$ cat config.mk
export PLATFORM = sky130hd
export DESIGN_NAME = tec8_timer
export DESIGN_NICKNAME = d
export VERILOG_FILES = /design/src/hdl/tec8_pkg.sv /design/src/hdl/tec8_pin_sync.sv /design/src/hdl/tec8_timer.sv
export SDC_FILE = /design/constraint.sdc
export NUM_CORES = 1
export LEC_CHECK = 0
export ABC_AREA = 1
export ABC_CLOCK_PERIOD_IN_PS = 2100
export BUFFER_PORTS_ARGS = -buffer_cell sky130_fd_sc_hd__clkbuf_2
export CAP_MARGIN = 15
export CORE_UTILIZATION = 35
export CTS_CLUSTER_DIAMETER = 50
export DETAILED_ROUTE_END_ITERATION = 6
export PLACE_DENSITY = 0.54
export SKIP_CTS_REPAIR_TIMING = 1
export SLEW_MARGIN = 20
export SYNTH_ARGS = -nofsm -noshare
export SYNTH_HDL_FRONTEND = slang
export SYNTH_SLANG_ARGS = --single-unit
$ cat constraint.sdc
create_clock -name mclk_i -period 2.1 [get_ports mclk_i]
set_input_delay 0.42 -clock mclk_i [delete_from_list [all_inputs] [get_ports mclk_i]]
set_output_delay 0.42 -clock mclk_i [all_outputs]
set_load 0.05 [all_outputs]
$ cat src/hdl/tec8_pkg.sv
package tec8_pkg;

    // Register byte offsets on APB
    localparam logic [7:0] ADDR_COUNT   = 8'h00;
    localparam logic [7:0] ADDR_PRELOAD = 8'h04;
    localparam logic [7:0] ADDR_CONTROL = 8'h08;
    localparam logic [7:0] ADDR_STATUS  = 8'h0C;
    localparam logic [7:0] ADDR_SYSCTL  = 8'h10;

    // Control field positions
    localparam int CTL_MODE_HI = 7;
    localparam int CTL_MODE_LO = 6;
    localparam int CTL_CSEL    = 5;
    localparam int CTL_EN      = 4;
    localparam int CTL_EDGE    = 3;
    localparam int CTL_PSC_HI  = 2;
    localparam int CTL_PSC_LO  = 0;

    // System control field positions
    localparam int SYS_IRQ_EN  = 0;
    localparam int SYS_PWM_EN  = 1;

    // Status field positions
    localparam int STA_OVF     = 0;
    localparam int STA_ACTIVE  = 1;
    localparam int STA_DONE    = 2;

    // Reset values and count limit
    localparam logic [7:0] CONTROL_RST = 8'h08;
    localparam logic [7:0] ZERO8       = 8'h00;
    localparam logic [7:0] MAX_COUNT   = 8'hFF;

    // Operating modes
    typedef enum logic [1:0] {
        TEC8_MODE_NONE  = 2'b00,
        TEC8_MODE_EVENT = 2'b01,
        TEC8_MODE_TIMER = 2'b10,
        TEC8_MODE_PULSE = 2'b11
    } tec8_mode_t;

    // Pulse capture phases
    typedef enum logic [1:0] {
        TEC8_CAP_WAIT = 2'b00,
        TEC8_CAP_RUN  = 2'b01,
        TEC8_CAP_DONE = 2'b10
    } tec8_cap_t;

    // Pin edge detector bundle
    typedef struct packed {
        logic rise;
        logic fall;
    } tec8_edges_t;

endpackage : tec8_pkg

$ cat src/hdl/tec8_pin_sync.sv
// Two-flop synchroniser with registered edge compare on the stage-two output
module tec8_pin_sync (
    // Clock and reset
    input  wire logic                 mclk_i,
    input  wire logic                 arst_n_i,
    // Pin and edges
    input  wire logic                 pin_i,
    output tec8_pkg::tec8_edges_t     edges_o,
    output logic                      level_o
);

    typedef struct packed {
        logic s1;
        logic s2;
        logic s3;
    } tec8_sync_t;

    tec8_sync_t st_q;
    tec8_sync_t st_d;

    // Shift the pin through the chain
    always_comb begin
        st_d    = st_q;
        st_d.s1 = pin_i;
        st_d.s2 = st_q.s1;
        st_d.s3 = st_q.s2;
    end

    // State register
    always_ff @(posedge mclk_i or negedge arst_n_i) begin
        if (!arst_n_i) begin
            st_q <= '0;
        end else begin
            st_q <= st_d;
        end
    end

    // Edges compare stage two against stage three only
    assign edges_o.rise = st_q.s2 & ~st_q.s3;
    assign edges_o.fall = ~st_q.s2 & st_q.s3;
    assign level_o      = st_q.s2;

endmodule : tec8_pin_sync

$ cat src/hdl/tec8_timer.sv
// Function
// - Counter is eight bits wide and only counts up.
// - Mode 00 none, 01 event count, 10 interval timer, 11 pulse capture.
// - Timer and pulse capture modes count internal prescaled clock, not pin.
// - Clock select 0 picks system clock, 1 picks low-frequency crystal.
// - PWM enabled forces system clock regardless of clock select.
// - Prescale code 000 to 111 divides by 1 up to 128.
// - Event mode counts pin rising edges, or falling with edge select set.
// - Pulse capture: edge select 0 starts falling, stops rising; 1 inverse.
// - Enable bit zero stops counting; one lets it advance.
// - Count passing FFH flags overflow and raises interrupt request.
// - Overflow reloads counter from preload and keeps counting.
// - Preload write while disabled also loads the counter at once.
// - Preload write while running updates preload only until overflow.
// - Reading the count register returns the live counter value.
// - Selected prescaler input clock is shared with time-base and PWM.
// - Pin-clocked counting ignores prescaler; each qualified edge counts.
// - Overflow request reaches processor only when interrupt enable set.
//
// Implementation choices: register access over APB and the register offsets.
module tec8_timer (
    // Clock and reset
    input  wire logic        mclk_i,
    input  wire logic        arst_n_i,
    // APB slave
    input  wire logic        psel_i,
    input  wire logic        penable_i,
    input  wire logic        pwrite_i,
    input  wire logic [7:0]  paddr_i,
    input  wire logic [31:0] pwdata_i,
    output logic      [31:0] prdata_o,
    output logic             pready_o,
    output logic             pslverr_o,
    // Clock sources and pin
    input  wire logic        slow_xtal_tick_i,
    input  wire logic        ext_count_pin_i,
    // Shared clock and interrupt
    output logic             ptp_tick_o,
    output logic             timer_irq_o
);

    typedef struct packed {
        logic [7:0]          count;
        logic [7:0]          preload;
        logic [7:0]          control;
        logic [1:0]          sysctl;
        logic                ovf;
        tec8_pkg::tec8_cap_t cap;
        logic [6:0]          psc;
        logic                ptp;
        logic                irq;
        logic [31:0]         rdata;
        logic                ready;
        logic                slverr;
        logic [2:0]          cfg_prev;
    } tec8_state_t;

    tec8_state_t st_q;
    tec8_state_t st_d;

    tec8_pkg::tec8_edges_t pin_edges;
    logic                  pin_level;

    // Pin synchroniser and edge detect
    tec8_pin_sync u_sync (
        .mclk_i   (mclk_i),
        .arst_n_i (arst_n_i),
        .pin_i    (ext_count_pin_i),
        .edges_o  (pin_edges),
        .level_o  (pin_level)
    );

    // Prescaler tap: divide by two to the power of the code
    function automatic logic psc_tap(input logic [6:0] cnt,
                                     input logic [2:0] code);
        logic [6:0] mask;
        mask = 7'h7F >> (3'h7 - code);
        return (cnt & mask) == mask;
    endfunction : psc_tap

    // Register decode helper
    function automatic logic hit(input logic [7:0] a, input logic [7:0] r);
        return a == r;
    endfunction : hit

    logic                 acc;
    logic                 wr;
    logic                 src_tick;
    logic                 int_tick;
    logic                 inc;
    logic                 start_e;
    logic                 stop_e;
    logic                 en;
    logic [2:0]           code;
    logic [7:0]           wbyte;
    tec8_pkg::tec8_mode_t mode;

    always_comb begin
        st_d     = st_q;
        acc      = psel_i & penable_i & ~st_q.ready;
        wr       = acc & pwrite_i;
        wbyte    = pwdata_i[7:0];
        mode     = tec8_pkg::tec8_mode_t'(
                   st_q.control[tec8_pkg::CTL_MODE_HI:
                                tec8_pkg::CTL_MODE_LO]);
        en       = st_q.control[tec8_pkg::CTL_EN];
        code     = st_q.control[tec8_pkg::CTL_PSC_HI:tec8_pkg::CTL_PSC_LO];

        // Prescaler input select, PWM override
        if (st_q.sysctl[tec8_pkg::SYS_PWM_EN]) begin
            src_tick = 1'b1;
        end else if (st_q.control[tec8_pkg::CTL_CSEL]) begin
            src_tick = slow_xtal_tick_i;
        end else begin
            src_tick = 1'b1;
        end
        st_d.ptp = src_tick;

        // Prescaler divide
        int_tick = src_tick & psc_tap(st_q.psc, code);
        if (src_tick) begin
            st_d.psc = st_q.psc + 7'h01;
        end

        // Pulse capture edges by edge select
        start_e = st_q.control[tec8_pkg::CTL_EDGE] ? pin_edges.rise
                                                   : pin_edges.fall;
        stop_e  = st_q.control[tec8_pkg::CTL_EDGE] ? pin_edges.fall
                                                   : pin_edges.rise;

        // Increment qualification per mode
        inc = 1'b0;
        unique case (mode)
            tec8_pkg::TEC8_MODE_NONE: begin
                inc = 1'b0;
            end
            tec8_pkg::TEC8_MODE_EVENT: begin
                inc = st_q.control[tec8_pkg::CTL_EDGE] ? pin_edges.fall
                                                       : pin_edges.rise;
            end
            tec8_pkg::TEC8_MODE_TIMER: begin
                inc = int_tick;
            end
            tec8_pkg::TEC8_MODE_PULSE: begin
                inc = int_tick & (st_q.cap == tec8_pkg::TEC8_CAP_RUN);
            end
        endcase
        inc = inc & en;

        // Capture phase tracking
        if (!en || mode != tec8_pkg::TEC8_MODE_PULSE
            || st_q.cfg_prev != {en, mode}) begin
            st_d.cap = tec8_pkg::TEC8_CAP_WAIT;
        end else begin
            unique case (st_q.cap)
                tec8_pkg::TEC8_CAP_WAIT: begin
                    if (start_e) begin
                        st_d.cap = tec8_pkg::TEC8_CAP_RUN;
                    end
                end
                tec8_pkg::TEC8_CAP_RUN: begin
                    if (stop_e) begin
                        st_d.cap = tec8_pkg::TEC8_CAP_DONE;
                    end
                end
                tec8_pkg::TEC8_CAP_DONE: begin
                    st_d.cap = tec8_pkg::TEC8_CAP_DONE;
                end
                default: begin
                    st_d.cap = tec8_pkg::TEC8_CAP_WAIT;
                end
            endcase
        end
        st_d.cfg_prev = {en, mode};

        // Counting with overflow reload
        if (inc) begin
            if (st_q.count == tec8_pkg::MAX_COUNT) begin
                st_d.count = st_q.preload;
                st_d.ovf   = 1'b1;
            end else begin
                st_d.count = st_q.count + 8'h01;
            end
        end

        // APB writes and reads
        st_d.ready  = acc;
        st_d.slverr = 1'b0;
        st_d.rdata  = '0;
        if (wr) begin
            if (hit(paddr_i, tec8_pkg::ADDR_PRELOAD)) begin
                st_d.preload = wbyte;
                if (!en) begin
                    st_d.count = wbyte;
                end
            end else if (hit(paddr_i, tec8_pkg::ADDR_CONTROL)) begin
                st_d.control = wbyte;
            end else if (hit(paddr_i, tec8_pkg::ADDR_SYSCTL)) begin
                st_d.sysctl = wbyte[1:0];
            end else if (hit(paddr_i, tec8_pkg::ADDR_STATUS)) begin
                // Write one clears overflow; a new overflow wins
                if (wbyte[tec8_pkg::STA_OVF] && !(inc &&
                    st_q.count == tec8_pkg::MAX_COUNT)) begin
                    st_d.ovf = 1'b0;
                end
            end else if (!hit(paddr_i, tec8_pkg::ADDR_COUNT)) begin
                st_d.slverr = 1'b1;
            end
        end else if (acc) begin
            if (hit(paddr_i, tec8_pkg::ADDR_COUNT)) begin
                st_d.rdata[7:0] = st_q.count;
            end else if (hit(paddr_i, tec8_pkg::ADDR_PRELOAD)) begin
                st_d.rdata[7:0] = st_q.preload;
            end else if (hit(paddr_i, tec8_pkg::ADDR_CONTROL)) begin
                st_d.rdata[7:0] = st_q.control;
            end else if (hit(paddr_i, tec8_pkg::ADDR_SYSCTL)) begin
                st_d.rdata[1:0] = st_q.sysctl;
            end else if (hit(paddr_i, tec8_pkg::ADDR_STATUS)) begin
                st_d.rdata[tec8_pkg::STA_OVF]    = st_q.ovf;
                st_d.rdata[tec8_pkg::STA_ACTIVE] =
                    st_q.cap == tec8_pkg::TEC8_CAP_RUN;
                st_d.rdata[tec8_pkg::STA_DONE]   =
                    st_q.cap == tec8_pkg::TEC8_CAP_DONE;
            end else begin
                st_d.slverr = 1'b1;
            end
        end

        // Masked interrupt request
        st_d.irq = st_d.ovf & st_d.sysctl[tec8_pkg::SYS_IRQ_EN];
    end

    // State register; preload resets to zero as a defined value
    always_ff @(posedge mclk_i or negedge arst_n_i) begin
        if (!arst_n_i) begin
            st_q         <= '0;
            st_q.control <= tec8_pkg::CONTROL_RST;
        end else begin
            st_q <= st_d;
        end
    end

    // Outputs from flops
    assign prdata_o    = st_q.rdata;
    assign pready_o    = st_q.ready;
    assign pslverr_o   = st_q.slverr;
    assign ptp_tick_o  = st_q.ptp;
    assign timer_irq_o = st_q.irq;

    logic unused_level;
    assign unused_level = pin_level;

endmodule : tec8_timer
==> results.json, run 1 <==
{
  "status": "complete, no violations",
  "synth_seq_area_share_pct": 44.3,
  "maxCapViolations": 0,
  "synth_fa_ha_area_share_pct": 2.05,
  "tns_ps": 0,
  "syn_area_per_cell_um2": 8.03,
  "wl_per_cell_um": 12.5,
  "port_buffers": 34,
  "layout_setup_ws_ps": 261,
  "drtAntennaViolNets": 0,
  "yosysTopAreaCell": "dfrtp_1",
  "core_area_um2": 8340,
  "cp.arrival_ps": 2050,
  "ys_ff_latch": 54,
  "yosys.area_share.simple_pct": 25.0,
  "grt_use_total_pct": 16.0,
  "slew_headroom_pct": 66.5,
  "power.density_nw_per_um2": 600,
  "clk_pin_slew_ps": 100,
  "synth_top_area_share_pct": 43.5,
  "worst_r2r_path_depth": 12,
  "place_congestion": 0.842,
  "vias_per_cell": 4.51,
  "synth-async-reset-ratio_pct": 100,
  "grt_antenna_before_repair": 0,
  "die-area_um2": 9100,
  "start_kind": "flop",
  "synth.area.mux_share_pct": 0.369,
  "netlist_area_um2": 3050,
  "synth_cell_types": 42,
  "yosysMostFrequentCell": "nand2_1",
  "period_share_pct": 87.6,
  "cts-root-buf": "clkbuf_8",
  "initial_core_util_pct": 36.6,
  "rows": 33,
  "p_leak_nw": 1.76,
  "wl_mm": 6.52,
  "synth_compound_area_share_pct": 10.9,
  "yosys_warnings": 0,
  "clock-sinks": 54,
  "n_fill_cell": 888,
  "vdd.ir_drop.worst_mv": 0.210,
  "hp-class": "in2async",
  "r2r_start": "st_q[67]",
  "tightest_slew_ps": 501,
  "setup_viol": 0,
  "slew_viol_final": 0,
  "clkLatencyLatePin_ps": 310,
  "min_period_ps": 1840,
  "drive_gt1_share_pct": 16.1,
  "criticalPathCategory": "reg2reg",
  "die_h_um": 95.4,
  "numCtsBuffers": 5,
  "diodes": 0,
  "grt_pass1_wl_mm": 11.0,
  "crit_start": "st_q[67]",
  "drt_first_iter_violations": 131,
  "rrSetupSlack_ps": 260,
  "fin_nets": 466,
  "cp-end-kind": "flop",
  "cts_tree": "yes",
  "drc": 0,
  "place_ws_ps": 257,
  "num_vias": 2344,
  "syn2layout_area_growth_pct": 8.65,
  "synth_area_leaders": "dfrtp_1 43%, nand2_1 13%, buf_4 7.9%",
  "clock_path_buffers": 2,
  "gr-total-overflow": 0,
  "synthTopCellsByCount": "102 x nand2_1, 53 x dfrtp_1, 52 x inv_1",
  "grt_max_degree": 24,
  "ioPinCount": 83,
  "synth_edf_count": 0,
  "hpwl_mm": 5.17,
  "synthCells": 380,
  "first_global_vias": 2233,
  "rsz0062_at_grt": "no",
  "worstPathRequired_ps": 2310,
  "drt_pass1_iterations": 4,
  "r2r_end": "st_q[74]",
  "hold_viol_final": 0,
  "clock_skew_ps": 8.20,
  "ctsHtreeMaxLevel": 2,
  "clock.fmax_ghz": 0.544,
  "synth_top_family_by_area": "simple AND/OR/NAND/NOR gates",
  "crit_end": "st_q[74]",
  "cp_max_fo": 6,
  "synth_xor_area_share_pct": 1.72,
  "dieWidth_um": 95.4,
  "synth_ff_type": "dfrtp_1"
}
## power breakdown
group	total (mW)	internal (mW)	switching [mW]	leakage, nW
sequential	1.12	1.08	0.0349	0.707
combinational	0.262	0.0618	0.200	1.01
clock	0.611	0.266	0.345	0.0472
## cells by family after synthesis
group | count (synthesis)
xor+xnor | 6
mux | 1
other cells | 1
fa+ha+maj | 5
flops | 54
buf+inv | 92
simple gates | 163
compound gates | 58
## metal layers
layer | vias up | global-route usage, % | routed length (µm)
li1 | 1219 | - | -
met1 | 1064 | 21.1 | 3170
met2 | 56 | 26.5 | 3020
met3 | 5 | 3.19 | 257
met4 | 0 | 4.73 | 75
met5 | - | 0 | 0
## how the worst min path moves through the flow
stage	to	slack, ps	cells past startpoint
5_1_grt	st_q[2]	70	1
3_3_place_gp	u_sync.level_o	330	0
2_1_floorplan	code[0]	120	0
4_1_cts	st_q[2]	50	1
6_report	st_q[44]	40	1
3_5_place_dp	u_sync.level_o	340	0
## worst max-delay path, cell delays in order, from the launching register on
cell     delay, ps
dfrtp_1        450
ha_1           200
nand2_1         60
inv_1           70
nand2_1        110
nor2_1         190
nand2_1        180
o21ai_0        190
nand3_1         80
nand2_1         70
inv_1           40
nand2_1         50
nand2_1         40
## state kept, by name, indices dropped and copies added, names as in the netlist
| signal | cells |
|---|---|
| u_sync.st_d | 1 |
| pready_o | 1 |
| en | 1 |
| timer_irq_o | 1 |
| st_q | 33 |
| code | 3 |
| ptp_tick_o | 1 |
| u_sync.st_q | 1 |
| mode | 2 |
| pslverr_o | 1 |
| u_sync.level_o | 1 |
| prdata_o | 8 |
## cell type report
class                   instances  area (µm²)  area share, %
flip-flops and latches         54        1350           40.8
multi-input cells             257        1310           39.5
repair buffers                 40         215           6.49
inverters                      56         211           6.38
well taps                     105         131           3.96
clock buffers                   6        82.6           2.49
clock inverters                 2        12.5          0.377
## layout by cell type (no fill, tap or decap), types with 2 or more instances in the layout
master,n
o211ai_1,6
dfrtp_1,53
nand2_4,2
nor2_1,17
a21oi_1,12
clkinv_2,2
nor3_2,2
nand3_2,2
nand2_1,102
clkbuf_8,6
inv_1,52
clkbuf_2,34
o21ai_1,2
buf_4,6
conb_1,24
nor3_1,2
xor2_1,6
ha_1,5
o21ai_0,30
inv_2,2
o22ai_1,2
nand3_1,19
nor2_2,2
nand4_1,7
## through the flow
stage	cells	area [µm²]	hold WS (ps)	total power [mW]	utilization, %
final	520	3320	39.1	1.99	39.8
after global routing	520	3320	68.2	2.09	39.8
after CTS	520	3320	48.8	2.01	39.8
after detailed placement	512	3220	339	1.40	38.6
after global placement	512	3220	334	1.40	38.6
after floorplan	403	3140	124	1.36	-
Power figures use the tool's default switching activity.
==> run 2, diff against run 1 <==
- ABC_AREA: 1 -> 0
==> results.json, run 2 <==
{
  "criticalPathCategory": "in2reg",
  "ioPinCount": 83,
  "die_h_um": 94.9,
  "hp-class": "in2async",
  "synth_seq_area_share_pct": 44.8,
  "vdd.ir_drop.worst_mv": 0.245,
  "vias_per_cell": 5.06,
  "hpwl_mm": 4.93,
  "drive_gt1_share_pct": 26.2,
  "largest-register": "st_q",
  "syn_area_per_cell_um2": 9.81,
  "yosysTopAreaCell": "dfrtp_1",
  "grt_antenna_before_repair": 0,
  "dieWidth_um": 94.9,
  "post-place-cells": 452,
  "grt_max_degree": 36,
  "cts_tree": "yes",
  "initial_core_util_pct": 36.4,
  "clock_path_buffers": 2,
  "min_period_ps": 2030,
  "yosys_warnings": 0,
  "cp_slowest_cell": "a2111oi_0",
  "synth_area_leaders": "dfrtp_1 44%, buf_4 8.0%, mux2_2 6.0%",
  "ys_ff_latch": 54,
  "largest_reg_flops": 33,
  "path_common_cell": "buf_4",
  "yosysMostFrequentCell": "dfrtp_1",
  "drt_first_iter_violations": 107,
  "placed_area_um2": 3330,
  "cp_max_fo": 6,
  "tightest_slew_ps": 616,
  "clkLatencyLatePin_ps": 310,
  "core_area_um2": 8300,
  "cts-root-buf": "clkbuf_8",
  "clk_pin_slew_ps": 100,
  "cp_num_buf_inv": 3,
  "gr-total-overflow": 0,
  "rsz0062_at_grt": "no",
  "tns_ps": 0,
  "place_congestion": 0.845,
  "power.density_nw_per_um2": 642,
  "r2r_start": "st_q[54]",
  "setup_viol": 0,
  "die-area_um2": 9010,
  "synth-async-reset-ratio_pct": 100,
  "syn2layout_area_growth_pct": 14.1,
  "start_kind": "input pin",
  "fin_nets": 406,
  "r2r_end": "st_q[67]",
  "synth_edf_count": 0,
  "p_leak_nw": 1.66,
  "clock_skew_ps": 7.21,
  "netlist_area_um2": 3020,
  "synth_cell_types": 60,
  "hold_viol_final": 0,
  "layout_commonest_cell": "dfrtp_1",
  "crit_chain": "clkbuf_2 -> or4_4 -> nor3_4 -> buf_4 -> nand2_1 -> a2111oi_0 -> buf_4",
  "synth_ff_type": "dfrtp_1",
  "slew_viol_final": 0,
  "cpLargestDelayFamily": "simple AND/OR/NAND/NOR gates",
  "fin_cells": 460,
  "diodes": 0,
  "drt_pass1_iterations": 5,
  "drc": 0,
  "mostFrequentLayoutCells": "53 x dfrtp_1, 34 x clkbuf_2, 33 x nand2_1",
  "clock.fmax_ghz": 0.492,
  "synthTopCellsByCount": "53 x dfrtp_1, 33 x nand2_1, 32 x buf_4",
  "place_ws_ps": -219,
  "cp-end-kind": "flop",
  "finalPower_mw": 2.21,
  "slew_headroom_pct": 57.9,
  "cp.arrival_ps": 2280,
  "grt_pass1_wl_mm": 10.9,
  "drtAntennaViolNets": 0,
  "worstPathRequired_ps": 2350,
  "maxCapViolations": 0,
  "num_vias": 2326,
  "ctsHtreeMaxLevel": 2,
  "wl_per_cell_um": 14.3,
  "worst_r2r_path_depth": 6,
  "port_buffers": 34,
  "postLayoutCellArea_um2": 3450,
  "status": "complete, no violations",
  "numCtsBuffers": 5,
  "critPathMaxStageDelay_ps": 600,
  "first_global_vias": 2189,
  "grt_use_total_pct": 15.9,
  "period_share_pct": 96.7,
  "synthCells": 308,
  "layout_setup_ws_ps": 69.3,
  "rows": 33,
  "clock-sinks": 54,
  "rrSetupSlack_ps": 220,
  "synth_top_area_share_pct": 43.9,
  "wl_mm": 6.57
}
run 2: final cells by class:
class | instances | area (µm²)
well taps | 105 | 131
inverters | 7 | 26.3
flip-flops and latches | 54 | 1350
clock buffers | 6 | 72.6
clock inverters | 2 | 37.5
repair buffers | 59 | 383
multi-input cells | 227 | 1440
fillers | 843 | 4850
run 2: per-layer routing:
metal	track usage, %	part of all wire (%)
met1	22.0	48
met2	24.7	45
met3	2.82	4.6
met4	5.68	2.1
met5	0	0
run 2: metrics by stage:
step | hold WS, ps | utilization [%]
after floorplan | 124 | -
after global routing | 96.3 | 41.5
after CTS | 82.9 | 41.5
after detailed placement | 340 | 40.1
after global placement | 336 | 40.1
final | 74.8 | 41.5
run 2: worst register-to-register path, cell delays in order (launching register included):
cell and delay [ps]:
dfstp_2 620, nor4bb_2 280, o211ai_1 190, o21ai_1 130, buf_4 230, a21oi_1 90
o31ai_1 240
run 2: cell families after synthesis:
kind of cell | synth area share (%)
AOI/OAI and AO/OA | 14.6
xor gates and xnor gates | 1.74
adders and majority gates | 2.07
buffers and inverters | 10.5
DFF | 44.8
muxes | 7.95
other | 0.124
and+or+nand+nor | 18.3
run 2: how the worst max path moves through the flow:
stage | from | endpoint | cells after the start | slack, ps
after CTS | paddr_i[1] | prdata_o[4] | 7 | 90
after floorplan | paddr_i[1] | st_q[71] | 7 | 50
final | paddr_i[1] | prdata_o[6] | 7 | 70
after global routing | paddr_i[1] | prdata_o[6] | 7 | 30
after detailed placement | paddr_i[1] | prdata_o[4] | 7 | -220
after global placement | paddr_i[1] | prdata_o[6] | 7 | -250
run 2: where the power goes:
part	leakage, nW	total (mW)	internal (mW)	switching (mW)
logic	0.898	0.314	0.104	0.210
registers	0.713	1.20	1.11	0.0866
clock network	0.0514	0.698	0.356	0.342
total	1.66	2.21	1.57	0.639
==> run 3, diff against run 2 <==
- SETUP_SLACK_MARGIN: not set -> 0.15
==> results.json, run 3 (synthesis results as in run 2) <==
{
  "status": "complete, no violations",
  "ioPinCount": 83,
  "cp_max_fo": 6,
  "hold_viol_final": 0,
  "critPathMaxStageDelay_ps": 540,
  "grt_max_degree": 29,
  "port_buffers": 34,
  "pwr-share-clk_pct": 27.1,
  "wl_per_cell_um": 14.7,
  "clkLatencyLatePin_ps": 310,
  "path_common_cell": "buf_4",
  "drtAntennaViolNets": 0,
  "comb_power_share_pct": 15.3,
  "cp-end-kind": "flop",
  "cp_slowest_cell": "or4_4",
  "clock_path_buffers": 2,
  "diodes": 0,
  "criticalPathCategory": "in2reg",
  "maxCapViolations": 0,
  "setup_viol": 0,
  "fin_nets": 408,
  "period_share_pct": 91.6,
  "seqPwrFrac_pct": 57.6,
  "vias_per_cell": 5.08,
  "p_leak_nw": 1.67,
  "swShare_pct": 30.5,
  "tightest_slew_ps": 514,
  "worstPathRequired_ps": 2340,
  "clock-sinks": 54,
  "cp.arrival_ps": 2170,
  "numCtsBuffers": 5,
  "first_global_vias": 2280,
  "rows": 33,
  "mostFrequentLayoutCells": "52 x dfrtp_1, 34 x clkbuf_2, 33 x nand2_1",
  "largest-register": "st_q",
  "switchingPower_uw": 637,
  "clock.fmax_ghz": 0.520,
  "tns_ps": 0,
  "drive_gt1_share_pct": 27.8,
  "ctsHtreeMaxLevel": 2,
  "num_vias": 2344,
  "core_area_um2": 8300,
  "vdd.ir_drop.worst_mv": 0.290,
  "die_h_um": 94.9,
  "initial_core_util_pct": 36.4,
  "syn2layout_area_growth_pct": 15.0,
  "dieWidth_um": 94.9,
  "hpwl_mm": 5.04,
  "fin_util_pct": 41.9,
  "post-place-cells": 451,
  "clk_pin_slew_ps": 100,
  "grt_pass1_wl_mm": 11.4,
  "postLayoutCellArea_um2": 3470,
  "slew_viol_final": 0,
  "start_kind": "input pin",
  "grt_use_total_pct": 16.5,
  "p_int_mw": 1.45,
  "drt_pass1_iterations": 4,
  "wl_mm": 6.79,
  "crit_chain": "clkbuf_2 -> or4_4 -> nor3_4 -> buf_4 -> nand2_1 -> a2111oi_0 -> buf_4",
  "layout_commonest_cell": "dfrtp_1",
  "clock_skew_ps": 11.8,
  "power.density_nw_per_um2": 602,
  "largest_reg_flops": 33,
  "fin_cells": 461,
  "rsz0062_at_grt": "yes",
  "slew_headroom_pct": 64.9,
  "grt_antenna_before_repair": 0,
  "drc": 0,
  "hp-class": "in2async",
  "drt_first_iter_violations": 138,
  "min_period_ps": 1920,
  "placed_area_um2": 3320,
  "gr-total-overflow": 0,
  "cts_tree": "yes",
  "die-area_um2": 9010,
  "place_congestion": 0.855,
  "cts-root-buf": "clkbuf_8"
}
run 3: cell count changes in the layout (fill, tap and decap cells not counted), moves of 2 or more:
cell,delta
nor3b_1,-2
o21ai_0,-3
a2111oi_1,+2
a2111oi_0,-3
nor3b_2,+2
buf_6,+2
o21ai_1,+3
run 3: worst max-delay path: cells and delay by family:
kind                   cells  cell delay, ps
AND/OR/NAND/NOR            3             860
buffers and inverters      3             420
AO/OA/AOI/OAI              1             470
run 3: path summary, 6_finish.rpt:
check | startpoint | end | slack, ps | cells past startpoint
max | paddr_i[1] | prdata_o[5] | 180 | 7
min | arst_n_i | st_q[40] | 70 | 1
max reg2reg | mode[1] | st_q[71] | 300 | 6
min reg2reg | u_sync.st_d[1] | u_sync.level_o | 360 | 0
max in group asynchronous | arst_n_i | st_q[70] | 1480 | 2
min in group mclk_i | ext_count_pin_i | u_sync.st_d[1] | 210 | 1
run 3: layout make-up:
| cell class | count | area [µm²] |
|---|---|---|
| timing repair buffer | 61 | 405 |
| fill | 831 | 4820 |
| sequential | 54 | 1350 |
| tap | 105 | 131 |
| inverter | 7 | 26.3 |
| multi-input combinational | 227 | 1480 |
| clock buffer | 6 | 72.6 |
| clock inverter | 1 | 7.51 |
run 3: power by group through the flow:
stage	Clock, mW	Sequential [mW]	Combinational, mW
floorplan	0	1.19	0.278
global placement	0	1.22	0.313
detailed placement	0	1.22	0.321
CTS	0.575	1.20	0.321
global route	0.618	1.22	0.361
finish	0.567	1.20	0.320
run 3: metal layers:
| metal | global-route usage, % | vias up | wire [µm] |
|---|---|---|---|
| li1 | - | 1133 | - |
| met2 | 26.3 | 74 | 3140 |
| met4 | 6.19 | 0 | 119 |
| met3 | 2.33 | 6 | 286 |
| met1 | 22.7 | 1131 | 3240 |
| met5 | 0 | - | 0 |
run 3: metrics by stage:
stage	power, mW	worst slack, ps	hold WS, ps
after global routing	2.20	67.8	116
final	2.09	177	73.6
after global placement	1.53	-190	335
after CTS	2.10	62.1	86.9
after floorplan	1.47	52.5	124
after detailed placement	1.54	-237	336
